==> config.mk <==
export PLATFORM = sky130hd
export DESIGN_NAME = sis_top
export DESIGN_NICKNAME = d
export VERILOG_FILES = /design/src/design/sis_pkg.sv /design/src/design/sis_top.sv
export SDC_FILE = /design/constraint.sdc
export NUM_CORES = 1
export LEC_CHECK = 0
export BUFFER_PORTS_ARGS = -buffer_cell sky130_fd_sc_hd__clkbuf_2
export CAP_MARGIN = 25
export CORE_UTILIZATION = 40
export CTS_CLUSTER_DIAMETER = 200
export DETAILED_ROUTE_END_ITERATION = 10
export PLACE_DENSITY_LB_ADDON = 0.08
export SKIP_CTS_REPAIR_TIMING = 1
export SYNTH_ARGS = -nofsm -noshare
export SYNTH_HDL_FRONTEND = slang
export SYNTH_SLANG_ARGS = --single-unit
==> constraint.sdc <==
create_clock -name sys_clk_i -period 11.04 [get_ports sys_clk_i]
set_input_delay 0.552 -clock sys_clk_i [delete_from_list [all_inputs] [get_ports sys_clk_i]]
set_output_delay 0.552 -clock sys_clk_i [all_outputs]
set_load 0.02 [all_outputs]
==> src/design/sis_pkg.sv <==
/*
  Shared constants and types of the status indicator sequencer: clock and
  timebase figures, lamp pattern durations, register map and carriers.
  Assumes a single 200 MHz system clock feeding every user of this package.
*/
package sis_pkg;
  localparam int unsigned CLK_HZ = 200_000_000;
  localparam int unsigned TICK_MS = 100;
  localparam int unsigned TICK_CYCLES_DEF = CLK_HZ / 1000 * TICK_MS;
  localparam int unsigned ACT_HOLD_MS = 1000;
  localparam int unsigned SELFTEST_MS = 3000;
  localparam int unsigned SHUT_HOLD_MS = 1000;
  localparam int unsigned FADE_MS = 2400;
  localparam int unsigned SLOW_BLINK_MS = 500;
  localparam int unsigned FLASH_ON_MS = 1000;
  localparam int unsigned FLASH_OFF_MS = 4000;
  localparam int unsigned FAULT_SOLID_MIN = 10;
  localparam logic [12:0] ACT_TICKS = 13'(ACT_HOLD_MS / TICK_MS);
  localparam logic [12:0] SELFTEST_TICKS = 13'(SELFTEST_MS / TICK_MS);
  localparam logic [12:0] SHUT_TICKS = 13'(SHUT_HOLD_MS / TICK_MS);
  localparam logic [12:0] FADE_TICKS = 13'(FADE_MS / TICK_MS);
  localparam logic [2:0] SLOW_TICKS = 3'(SLOW_BLINK_MS / TICK_MS);
  localparam logic [5:0] ON_TICKS = 6'(FLASH_ON_MS / TICK_MS);
  localparam logic [5:0] CYCLE_TICKS = 6'((FLASH_ON_MS + FLASH_OFF_MS) / TICK_MS);
  localparam logic [12:0] FAULT_TICKS = 13'(FAULT_SOLID_MIN * 60 * 1000 / TICK_MS);
  localparam logic [7:0] SOC_MARGIN = 8'h02;
  localparam logic [6:0] SOC_Q1 = 7'h19;
  localparam logic [6:0] SOC_Q2 = 7'h32;
  localparam logic [6:0] SOC_Q3 = 7'h4b;
  localparam logic [6:0] SOC_FULL = 7'h64;
  localparam logic [5:0] REG_STATUS = 6'h00;
  localparam logic [5:0] REG_IRQ_STATUS = 6'h04;
  localparam logic [5:0] REG_IRQ_MASK = 6'h08;
  localparam logic [5:0] REG_SETTING = 6'h0c;
  localparam logic [5:0] REG_CHG_WINDOW = 6'h10;
  localparam logic [5:0] REG_SYS_TIME = 6'h14;
  localparam int unsigned IRQ_W = 6;
  localparam int unsigned IRQ_KEY = 0;
  localparam int unsigned IRQ_APPLIED = 1;
  localparam int unsigned IRQ_REJECTED = 2;
  localparam int unsigned IRQ_FAULT = 3;
  localparam int unsigned IRQ_STARTED = 4;
  localparam int unsigned IRQ_STOPPED = 5;
  localparam logic [6:0] MIN_SOC_RST = 7'h0a;
  localparam logic [3:0] MODE_RST = 4'h0;

  typedef enum logic [1:0] {
    INV_WAIT = 2'h0,
    INV_NORMAL = 2'h1,
    INV_FAULT = 2'h2
  } sis_inv_t;

  typedef enum logic [1:0] {
    LINK_IDLE = 2'h0,
    LINK_OK = 2'h1,
    LINK_FAULT = 2'h2
  } sis_link_t;

  typedef enum logic [1:0] {
    PAGE_POWER = 2'h0,
    PAGE_DAILY = 2'h1,
    PAGE_BATTERY = 2'h2,
    PAGE_FAULT = 2'h3
  } sis_page_t;

  typedef enum logic [2:0] {
    BAT_OFF = 3'h0,
    BAT_SELFTEST = 3'h1,
    BAT_LINKWAIT = 3'h2,
    BAT_RUN = 3'h3,
    BAT_SHUT = 3'h4,
    BAT_FADE = 3'h5
  } sis_bat_t;

  typedef struct packed {
    logic red;
    logic green;
    logic blue;
  } sis_rgb_t;

  typedef struct packed {
    logic green;
    logic blue;
  } sis_lamp_t;

  typedef struct packed {
    logic esc;
    logic up;
    logic down;
    logic enter;
  } sis_keys_t;

  typedef struct packed {
    sis_page_t page;
    logic edit;
    logic [6:0] value;
    logic [15:0] code;
  } sis_disp_t;
endpackage

==> src/design/sis_top.sv <==
/*
  Status indicator sequencer: inverter lamps, four-key menu and display
  selection, battery unit lamp patterns, setting gate and charge window,
  with an Avalon-MM register slave and one level interrupt.
  Assumes every input is synchronous to sys_clk_i and keys are levels.
*/
// Added by the designer: the address map and the Avalon-MM interface to the registers.
// Behaviour
// - Operating lamp solid blue normal, blinking blue waiting, dark on fault.
// - Error lamp solid red on inverter fault, dark when normal.
// - Battery lamp solid green healthy link, blinking idle, off on fault.
// - Normal display cycles power, daily, battery pages; fault shows code.
// - Escape leaves, up and down move or adjust, enter confirms.
// - While idle, settings apply only if charge exceeds new minimum by 2%.
// - Charging starts once system time lies inside the new window.
// - Battery unit drives one status lamp and four charge lamps.
// - Hold button about 1 s to start; yellow flash each 0.1 s.
// - After self test, status flashes green every 0.5 s, charge lamps off.
// - Link success gives solid green status and capacity-based charge lamps.
// - Hold over 1 s running: blue chase, all dark 2.4 s after release.
// - Standby flashes green 1 s then dark 4 s, charge lamps off.
// - Charging or discharging keeps status green, charge lamps follow level.
// - Fault holds red ten minutes, then red 1 s, dark 4 s.
// - Warning repeats yellow 1 s then dark 4 s.
// - Discharging flashes lamps up to quarter level reached, at least first.
module sis_top #(
  parameter int unsigned TICK_CYCLES = sis_pkg::TICK_CYCLES_DEF
) (
  input wire logic sys_clk_i,
  input wire logic rst_n_i,
  input wire logic [5:0] avs_address_i,
  input wire logic avs_read_i,
  input wire logic avs_write_i,
  input wire logic [31:0] avs_writedata_i,
  input wire logic [3:0] avs_byteenable_i,
  output logic [31:0] avs_readdata_o,
  output logic avs_waitrequest_o,
  output logic irq_o,
  input wire sis_pkg::sis_inv_t inv_state_i,
  input wire sis_pkg::sis_link_t inv_bat_link_i,
  input wire logic [15:0] inv_err_code_i,
  input wire sis_pkg::sis_keys_t keys_i,
  input wire logic battery_power_button_i,
  input wire logic bat_link_ok_i,
  input wire logic bat_charging_i,
  input wire logic bat_discharging_i,
  input wire logic bat_fault_i,
  input wire logic bat_warning_i,
  input wire logic [6:0] soc_i,
  output logic op_lamp_blue_o,
  output logic err_lamp_red_o,
  output logic bat_lamp_green_o,
  output sis_pkg::sis_disp_t disp_o,
  output logic charge_req_o,
  output sis_pkg::sis_rgb_t status_lamp_o,
  output sis_pkg::sis_lamp_t charge_level_lamp_first_o,
  output sis_pkg::sis_lamp_t charge_level_lamp_second_o,
  output sis_pkg::sis_lamp_t charge_level_lamp_third_o,
  output sis_pkg::sis_lamp_t charge_level_lamp_fourth_o
);
  import sis_pkg::*;

  localparam logic [24:0] TICK_LAST = 25'(TICK_CYCLES - 1);

  typedef struct packed {
    logic [24:0] tick_cnt;
    logic tick;
    logic [5:0] phase;
    logic [2:0] slow_cnt;
    logic slow_on;
    logic fast_on;
    sis_bat_t bst;
    logic [12:0] bcnt;
    logic [12:0] fault_cnt;
    logic armed;
    logic [1:0] rot;
    sis_keys_t keys_prev;
    sis_disp_t disp;
    logic [6:0] min_soc;
    logic [3:0] mode;
    logic [10:0] win_start;
    logic [10:0] win_end;
    logic win_valid;
    logic [10:0] sys_time;
    logic [IRQ_W-1:0] irq_stat;
    logic [IRQ_W-1:0] irq_mask;
    logic fault_prev;
    logic ack;
    logic [31:0] rdata;
    logic op_blue;
    logic err_red;
    logic batl_green;
    logic charge_req;
    logic irq;
    sis_rgb_t status;
    sis_lamp_t [3:0] chg;
  } sis_state_t;

  sis_state_t state_reg;
  sis_state_t state_next;

  logic phase_on;
  logic [1:0] level;
  logic full;
  logic in_window;
  logic quiet_chg;
  sis_lamp_t [3:0] chg_calc;

  function automatic logic [31:0] sis_merge(input logic [31:0] old_v, input logic [31:0] new_v,
                                            input logic [3:0] be);
    logic [31:0] res;
    res = old_v;
    for (int b = 0; b < 4; b++) begin
      if (be[b]) begin
        res[b*8 +: 8] = new_v[b*8 +: 8];
      end
    end
    return res;
  endfunction

  function automatic logic sis_gate(input sis_inv_t st, input logic [6:0] soc,
                                    input logic [6:0] new_min);
    return (st != INV_WAIT) || ({1'b0, soc} >= ({1'b0, new_min} + SOC_MARGIN));
  endfunction

  assign phase_on = state_reg.phase < ON_TICKS;
  assign full = soc_i >= SOC_FULL;
  assign level = (soc_i >= SOC_Q3) ? 2'h3 : (soc_i >= SOC_Q2) ? 2'h2 :
                 (soc_i >= SOC_Q1) ? 2'h1 : 2'h0;
  assign quiet_chg = bat_fault_i || bat_warning_i || (state_reg.bst != BAT_RUN);
  assign in_window = (state_reg.win_start <= state_reg.win_end) ?
                     (state_reg.sys_time >= state_reg.win_start &&
                      state_reg.sys_time < state_reg.win_end) :
                     (state_reg.sys_time >= state_reg.win_start ||
                      state_reg.sys_time < state_reg.win_end);

  for (genvar i = 0; i < 4; i++) begin : g_lamp
    logic below;
    logic at;
    assign below = 2'(i) < level;
    assign at = 2'(i) == level;
    always_comb begin
      chg_calc[i] = '0;
      if (state_reg.bst == BAT_SHUT || state_reg.bst == BAT_FADE) begin
        chg_calc[i].blue = state_reg.rot == 2'(i);
      end else if (!quiet_chg && bat_charging_i) begin
        chg_calc[i].green = full || below || (at && state_reg.slow_on);
      end else if (!quiet_chg && bat_discharging_i) begin
        chg_calc[i].green = (below || at) && state_reg.slow_on;
      end else if (!quiet_chg && bat_link_ok_i) begin
        chg_calc[i].green = below || at;
      end
    end
  end

  always_comb begin
    logic req;
    logic accept;
    logic [31:0] wv;
    logic [IRQ_W-1:0] set;
    logic [IRQ_W-1:0] clr;
    logic key_hit;
    logic propose;
    logic [6:0] prop_min;
    logic [3:0] prop_mode;
    sis_keys_t kr;
    req = 1'b0;
    accept = 1'b0;
    wv = '0;
    set = '0;
    clr = '0;
    key_hit = 1'b0;
    propose = 1'b0;
    prop_min = state_reg.min_soc;
    prop_mode = state_reg.mode;
    kr = '0;
    state_next = state_reg;

    state_next.tick = state_reg.tick_cnt == TICK_LAST;
    state_next.tick_cnt = state_next.tick ? '0 : state_reg.tick_cnt + 25'h0000001;
    if (state_reg.tick) begin
      state_next.phase = (state_reg.phase == CYCLE_TICKS - 6'h01) ? '0 :
                         state_reg.phase + 6'h01;
      state_next.fast_on = !state_reg.fast_on;
      if (state_reg.slow_cnt == SLOW_TICKS - 3'h1) begin
        state_next.slow_cnt = '0;
        state_next.slow_on = !state_reg.slow_on;
      end else begin
        state_next.slow_cnt = state_reg.slow_cnt + 3'h1;
      end
    end

    state_next.op_blue = (inv_state_i == INV_NORMAL) ||
                         (inv_state_i == INV_WAIT && state_reg.slow_on);
    state_next.err_red = inv_state_i == INV_FAULT;
    state_next.batl_green = (inv_bat_link_i == LINK_OK) ||
                            (inv_bat_link_i == LINK_IDLE && state_reg.slow_on);

    kr = keys_i & ~state_reg.keys_prev;
    state_next.keys_prev = keys_i;
    key_hit = |kr;
    if (inv_state_i == INV_FAULT) begin
      state_next.disp.page = PAGE_FAULT;
      state_next.disp.edit = 1'b0;
      state_next.disp.code = inv_err_code_i;
    end else begin
      state_next.disp.code = '0;
      if (state_reg.disp.page == PAGE_FAULT) begin
        state_next.disp.page = PAGE_POWER;
      end
      if (state_reg.disp.edit) begin
        if (kr.esc) begin
          state_next.disp.edit = 1'b0;
        end else if (kr.enter) begin
          state_next.disp.edit = 1'b0;
          propose = 1'b1;
          prop_min = state_reg.disp.value;
        end else if (kr.up && state_reg.disp.value < SOC_FULL) begin
          state_next.disp.value = state_reg.disp.value + 7'h01;
        end else if (kr.down && state_reg.disp.value != 7'h00) begin
          state_next.disp.value = state_reg.disp.value - 7'h01;
        end
      end else begin
        if (kr.esc) begin
          state_next.disp.page = PAGE_POWER;
        end else if (kr.up) begin
          state_next.disp.page = (state_reg.disp.page == PAGE_POWER) ? PAGE_BATTERY :
                                 sis_page_t'(state_reg.disp.page - 2'h1);
        end else if (kr.down) begin
          state_next.disp.page = (state_reg.disp.page == PAGE_BATTERY) ? PAGE_POWER :
                                 sis_page_t'(state_reg.disp.page + 2'h1);
        end else if (kr.enter && state_reg.disp.page == PAGE_BATTERY) begin
          state_next.disp.edit = 1'b1;
          state_next.disp.value = state_reg.min_soc;
        end
      end
    end

    // Avalon slave: one wait cycle, read data registered before the answer.
    req = avs_read_i || avs_write_i;
    accept = req && state_reg.ack;
    state_next.ack = req && !state_reg.ack;
    if (req && !state_reg.ack) begin
      case (avs_address_i)
        REG_STATUS: state_next.rdata = {24'h0, state_reg.charge_req, state_reg.disp.edit,
                                        state_reg.disp.page, 1'b0, state_reg.bst};
        REG_IRQ_STATUS: state_next.rdata = 32'(state_reg.irq_stat);
        REG_IRQ_MASK: state_next.rdata = 32'(state_reg.irq_mask);
        REG_SETTING: state_next.rdata = {20'h0, state_reg.mode, 1'b0, state_reg.min_soc};
        REG_CHG_WINDOW: state_next.rdata = {5'h0, state_reg.win_end, 5'h0,
                                            state_reg.win_start};
        REG_SYS_TIME: state_next.rdata = {21'h0, state_reg.sys_time};
        default: state_next.rdata = '0;
      endcase
    end
    if (accept && avs_read_i && avs_address_i == REG_IRQ_STATUS) begin
      // Only bits already returned are cleared, so later events survive.
      clr = state_reg.rdata[IRQ_W-1:0];
    end
    if (accept && avs_write_i) begin
      case (avs_address_i)
        REG_IRQ_MASK: begin
          wv = sis_merge(32'(state_reg.irq_mask), avs_writedata_i, avs_byteenable_i);
          state_next.irq_mask = wv[IRQ_W-1:0];
        end
        REG_SETTING: begin
          wv = sis_merge({20'h0, state_reg.mode, 1'b0, state_reg.min_soc},
                         avs_writedata_i, avs_byteenable_i);
          propose = 1'b1;
          prop_min = wv[6:0];
          prop_mode = wv[11:8];
        end
        REG_CHG_WINDOW: begin
          wv = sis_merge({5'h0, state_reg.win_end, 5'h0, state_reg.win_start},
                         avs_writedata_i, avs_byteenable_i);
          state_next.win_start = wv[10:0];
          state_next.win_end = wv[26:16];
          state_next.win_valid = 1'b1;
        end
        REG_SYS_TIME: begin
          wv = sis_merge({21'h0, state_reg.sys_time}, avs_writedata_i, avs_byteenable_i);
          state_next.sys_time = wv[10:0];
        end
        default: begin
        end
      endcase
    end

    if (propose) begin
      if (sis_gate(inv_state_i, soc_i, prop_min)) begin
        state_next.min_soc = prop_min;
        state_next.mode = prop_mode;
        set[IRQ_APPLIED] = 1'b1;
      end else begin
        set[IRQ_REJECTED] = 1'b1;
      end
    end
    state_next.charge_req = state_reg.win_valid && in_window && inv_state_i != INV_FAULT &&
                            bat_fault_i == 1'b0;

    state_next.fault_prev = bat_fault_i;
    set[IRQ_FAULT] = bat_fault_i && !state_reg.fault_prev;
    if (!bat_fault_i) begin
      state_next.fault_cnt = '0;
    end else if (state_reg.tick && state_reg.fault_cnt != FAULT_TICKS) begin
      state_next.fault_cnt = state_reg.fault_cnt + 13'h0001;
    end

    if (state_reg.tick && (state_reg.bst == BAT_SHUT || state_reg.bst == BAT_FADE)) begin
      state_next.rot = state_reg.rot + 2'h1;
    end
    case (state_reg.bst)
      BAT_OFF: begin
        if (!battery_power_button_i) begin
          state_next.bcnt = '0;
        end else if (state_reg.tick) begin
          if (state_reg.bcnt == ACT_TICKS - 13'h0001) begin
            state_next.bst = BAT_SELFTEST;
            state_next.bcnt = '0;
          end else begin
            state_next.bcnt = state_reg.bcnt + 13'h0001;
          end
        end
      end
      BAT_SELFTEST: begin
        if (state_reg.tick) begin
          if (state_reg.bcnt == SELFTEST_TICKS - 13'h0001) begin
            state_next.bst = BAT_LINKWAIT;
            state_next.bcnt = '0;
          end else begin
            state_next.bcnt = state_reg.bcnt + 13'h0001;
          end
        end
      end
      BAT_LINKWAIT: begin
        if (bat_link_ok_i) begin
          state_next.bst = BAT_RUN;
          state_next.armed = 1'b0;
          state_next.bcnt = '0;
          set[IRQ_STARTED] = 1'b1;
        end
      end
      BAT_RUN: begin
        if (!battery_power_button_i) begin
          state_next.armed = 1'b1;
          state_next.bcnt = '0;
        end else if (state_reg.armed && state_reg.tick) begin
          if (state_reg.bcnt == SHUT_TICKS) begin
            state_next.bst = BAT_SHUT;
            state_next.bcnt = '0;
          end else begin
            state_next.bcnt = state_reg.bcnt + 13'h0001;
          end
        end
      end
      BAT_SHUT: begin
        if (!battery_power_button_i) begin
          state_next.bst = BAT_FADE;
          state_next.bcnt = '0;
        end
      end
      BAT_FADE: begin
        if (state_reg.tick) begin
          if (state_reg.bcnt == FADE_TICKS - 13'h0001) begin
            state_next.bst = BAT_OFF;
            state_next.bcnt = '0;
            set[IRQ_STOPPED] = 1'b1;
          end else begin
            state_next.bcnt = state_reg.bcnt + 13'h0001;
          end
        end
      end
      default: begin
        state_next.bst = BAT_OFF;
        state_next.bcnt = '0;
      end
    endcase

    state_next.status = '0;
    if (state_reg.bst == BAT_OFF) begin
      state_next.status = '0;
    end else if (bat_fault_i) begin
      state_next.status.red = (state_reg.fault_cnt != FAULT_TICKS) || phase_on;
    end else if (bat_warning_i) begin
      state_next.status.red = phase_on;
      state_next.status.green = phase_on;
    end else if (state_reg.bst == BAT_SELFTEST) begin
      state_next.status.red = state_reg.fast_on;
      state_next.status.green = state_reg.fast_on;
    end else if (state_reg.bst == BAT_LINKWAIT) begin
      state_next.status.green = state_reg.slow_on;
    end else if (state_reg.bst != BAT_RUN) begin
      state_next.status.green = 1'b1;
    end else if (bat_charging_i || bat_discharging_i || bat_link_ok_i) begin
      state_next.status.green = 1'b1;
    end else begin
      state_next.status.green = phase_on;
    end
    state_next.chg = chg_calc;

    set[IRQ_KEY] = key_hit;
    // A new event wins over a clear in the same cycle.
    state_next.irq_stat = (state_reg.irq_stat & ~clr) | set;
    state_next.irq = |(state_next.irq_stat & state_reg.irq_mask);
  end

  always_ff @(posedge sys_clk_i or negedge rst_n_i) begin
    if (!rst_n_i) begin
      state_reg <= '0;
      state_reg.min_soc <= MIN_SOC_RST;
      state_reg.mode <= MODE_RST;
      state_reg.bst <= BAT_OFF;
      state_reg.disp.page <= PAGE_POWER;
    end else begin
      state_reg <= state_next;
    end
  end

  assign avs_waitrequest_o = (avs_read_i || avs_write_i) && !state_reg.ack;
  assign avs_readdata_o = state_reg.rdata;
  assign irq_o = state_reg.irq;
  assign op_lamp_blue_o = state_reg.op_blue;
  assign err_lamp_red_o = state_reg.err_red;
  assign bat_lamp_green_o = state_reg.batl_green;
  assign disp_o = state_reg.disp;
  assign charge_req_o = state_reg.charge_req;
  assign status_lamp_o = state_reg.status;
  assign charge_level_lamp_first_o = state_reg.chg[0];
  assign charge_level_lamp_second_o = state_reg.chg[1];
  assign charge_level_lamp_third_o = state_reg.chg[2];
  assign charge_level_lamp_fourth_o = state_reg.chg[3];
endmodule

==> flow_summary.yaml <==
yosys:
  post_synth_and_or_nand_nor_area_fraction_pct: 14.83
  synth_commonest_cells: "dfrtp_1 (194), nand2_1 (96), nor2_1 (70)"
  yosysTopAreaCell: "dfrtp_1"
  ys.flop_type: "dfrtp_1"
  yosys.cell_count.top_type: "dfrtp_1"
  synth_fa_ha_area_share_pct: 7.623
  yosysWarnings: 0
  synth_xor_xnor_area_share_pct: 3.857
  yosysUniqueCellTypes: 73
  synth_area_leaders: "dfrtp_1 (45%), ha_1 (7.3%), mux2_2 (5.4%), buf_4 (4.8%), nand2_1 (3.3%)"
  synth_top_family_by_area: "simple AND/OR/NAND/NOR gates"
  netlist.area_leader.share_pct: 44.54
  avgSynthCellArea_um2: 10.09
  async_reset_ff_share_pct: 100.0
  syn_inst: 1080
  synth_edf_count: 0
  ys_seq_area_share_pct: 45.02
  synth_compound_area_share_pct: 12.67
  syn_area_um2: 10900
  synth_seq_cells: 196
  synthMuxAreaShare_pct: 8.105
cells_and_area:
  utilization_pct: 44.78
  fillCellCount: 2605
  largest_reg_flops: 132
  synthToLayoutAreaGrowth_pct: 10.41
  fin_nets: 1300
  drive_above_1_share_pct: 21.29
  diodes: 0
routing:
  via_per_inst: 5.218
  route.detailed.drc: 0
  num_vias: 7858
  antenna_left: 0
  highest_layer: "met4"
  wl_mm: 25.22
  first_iter_violations: 434
  wire_per_inst_um: 16.75
  dr_wl_met3_um: 949
  wl_met2_mm: 11.18
  met1Wirelength_mm: 12.57
  dr.pass1.iters: 5
global_route:
  grt_usage_pct: 18.92
  grt_pass1_wl_mm: 41.66
  antenna_found_initial: 0
  grt-ovfl-total: 0
  grt_max_degree: 87
  grt_pass1_vias: 7560
placement:
  gp_congestion: 0.8353
  hpwl_mm: 18.87
  io_buffers: 138
run_status:
  status: "complete, no violations"
die:
  std_cell_rows: 60
  die_h_um: 167.1
  dieWidth_um: 167.1
  start_util_pct: 40.55
  fp.coreArea_um2: 26880
  num_io_pins: 158
  dieArea_um2: 27910
sta:
  worst_hold_slack_ns: 0.1726
  worst_slew_pin_slew_ns: 0.8623
  post-route-period-util_pct: 38.92
  rsz0062_at_grt: "no"
  drv_slew: 0
  setup_viol: 0
  skew_ns: 0.01111
  final.setup.tns_ns: 0
  relSlewSlack_pct: 42.30
  fmax_ghz: 0.2327
  min_period_ns: 4.297
  hold_viol: 0
worst_hold_path:
  holdCritPathClass: "in2async"
power_and_ir_drop:
  ir_drop_mv: 0.08534
  p_leak_nw: 5.831
  power_mw: 1.603
  p_per_area_nw_per_um2: 133.2
clocking:
  cts.htree.levels: 4
  clkTransAtPathRegs_ns: 0.08
  cts.sinks: 196
  cts_root_buf: "clkbuf_16"
  cts_buffer_depth: 2
  numCtsBuffers: 17
  cts_tree: "done"
  clock_latency_ns: 0.43
setup_path:
  cp_max_fo: 11
  start_kind: "flip-flop"
  cp-end-kind: "flip-flop"
  crit_type: "reg2reg"
  cp.arrival_ns: 4.61
  worstPathRequired_ns: 11.35
job:
  cap_violations: 0
-- critical path, stage by stage (launching register included) --
cell      delay (ns)
dfrtp_1         0.65
inv_2           0.14
or4_4           0.63
mux2i_4         0.27
o21a_1          0.25
ha_1            0.26
nand2_1         0.09
xnor2_1         0.18
ha_1            0.27
a211oi_1        0.22
o21ai_0         0.12
a31o_2          0.27
o21ai_0         0.24
o21bai_4        0.26
mux2_4          0.33
-- stage by stage --
stage	instance area (um^2)	setup slack, ns	instances
2_1_floorplan	10930	7.212	1089
3_3_place_gp	11450	6.340	1474
3_5_place_dp	11450	6.350	1474
4_1_cts	12030	6.727	1506
5_1_grt	12030	6.425	1506
6_report	12030	6.743	1506
-- layer usage --
layer  track usage (%)  vias up
met5                 0        -
met4             6.200        0
met3             2.852       31
met2             28.78      202
met1             27.46     3762
li1                  -     3863
-- cell type report --
class	instances	area (um^2)	share of cell area, %
Timing Repair Buffer	143	737.0	6.124
Clock inverter	13	140.1	1.164
Sequential cell	196	4907	40.78
Multi-Input combinational cell	738	5170	42.96
Tap cell	341	426.7	3.545
Inverter	56	210.2	1.747
Clock buffer	19	442.9	3.681
-- power breakdown --
group          switching, mW  total [mW]  internal, mW
clock                  0.297       0.624         0.327
sequential            0.0287       0.771         0.742
combinational          0.123       0.209        0.0862
total                  0.448        1.60          1.16
-- cell usage in the layout (no fill, tap or decap), types with 15 or more instances in the layout --
cell	Yosys	final
inv_1	55	55
a21oi_1	34	34
a22o_1	15	15
xnor2_1	33	33
and2_1	31	31
o21ai_0	61	61
xor2_1	15	15
clkbuf_16	0	17
nor2_1	70	70
ha_1	64	64
nand3_1	30	30
mux2_2	52	52
nand2_1	96	96
nor3_1	16	16
mux2i_1	23	23
nand4_1	16	16
clkbuf_2	0	137
dfrtp_1	194	194
-- worst paths after layout --
kind	from	endpoint	slack [ns]	cells after the start
max	disp_o[23]$_DFF_PN0_	state_reg[102]$_DFFE_PN0P_	6.74	14
min	rst_n_i	state_reg[150]$_DFFE_PN0P_	0.17	1
max reg2reg	disp_o[23]$_DFF_PN0_	state_reg[102]$_DFFE_PN0P_	6.74	14
min reg2reg	state_reg[73]$_DFFE_PN0P_	state_reg[73]$_DFFE_PN0P_	0.46	1
max in group asynchronous	rst_n_i	disp_o[1]$_DFF_PN0_	9.62	2
min in group sys_clk_i	keys_i[1]	state_reg[134]$_DFF_PN0_	0.24	1
-- logic make-up (layout without fill, tap and decap cells) --
group	count (synthesis)	in the layout
and+or+nand+nor	328	328
other	1	10
muxes	79	79
buffers and inverters	155	231
DFF	196	196
xor gates and xnor gates	48	48
AOI/OAI and AO/OA	207	207
adders and majority gates	66	66
No activity file was read; power rests on OpenSTA's default activity.
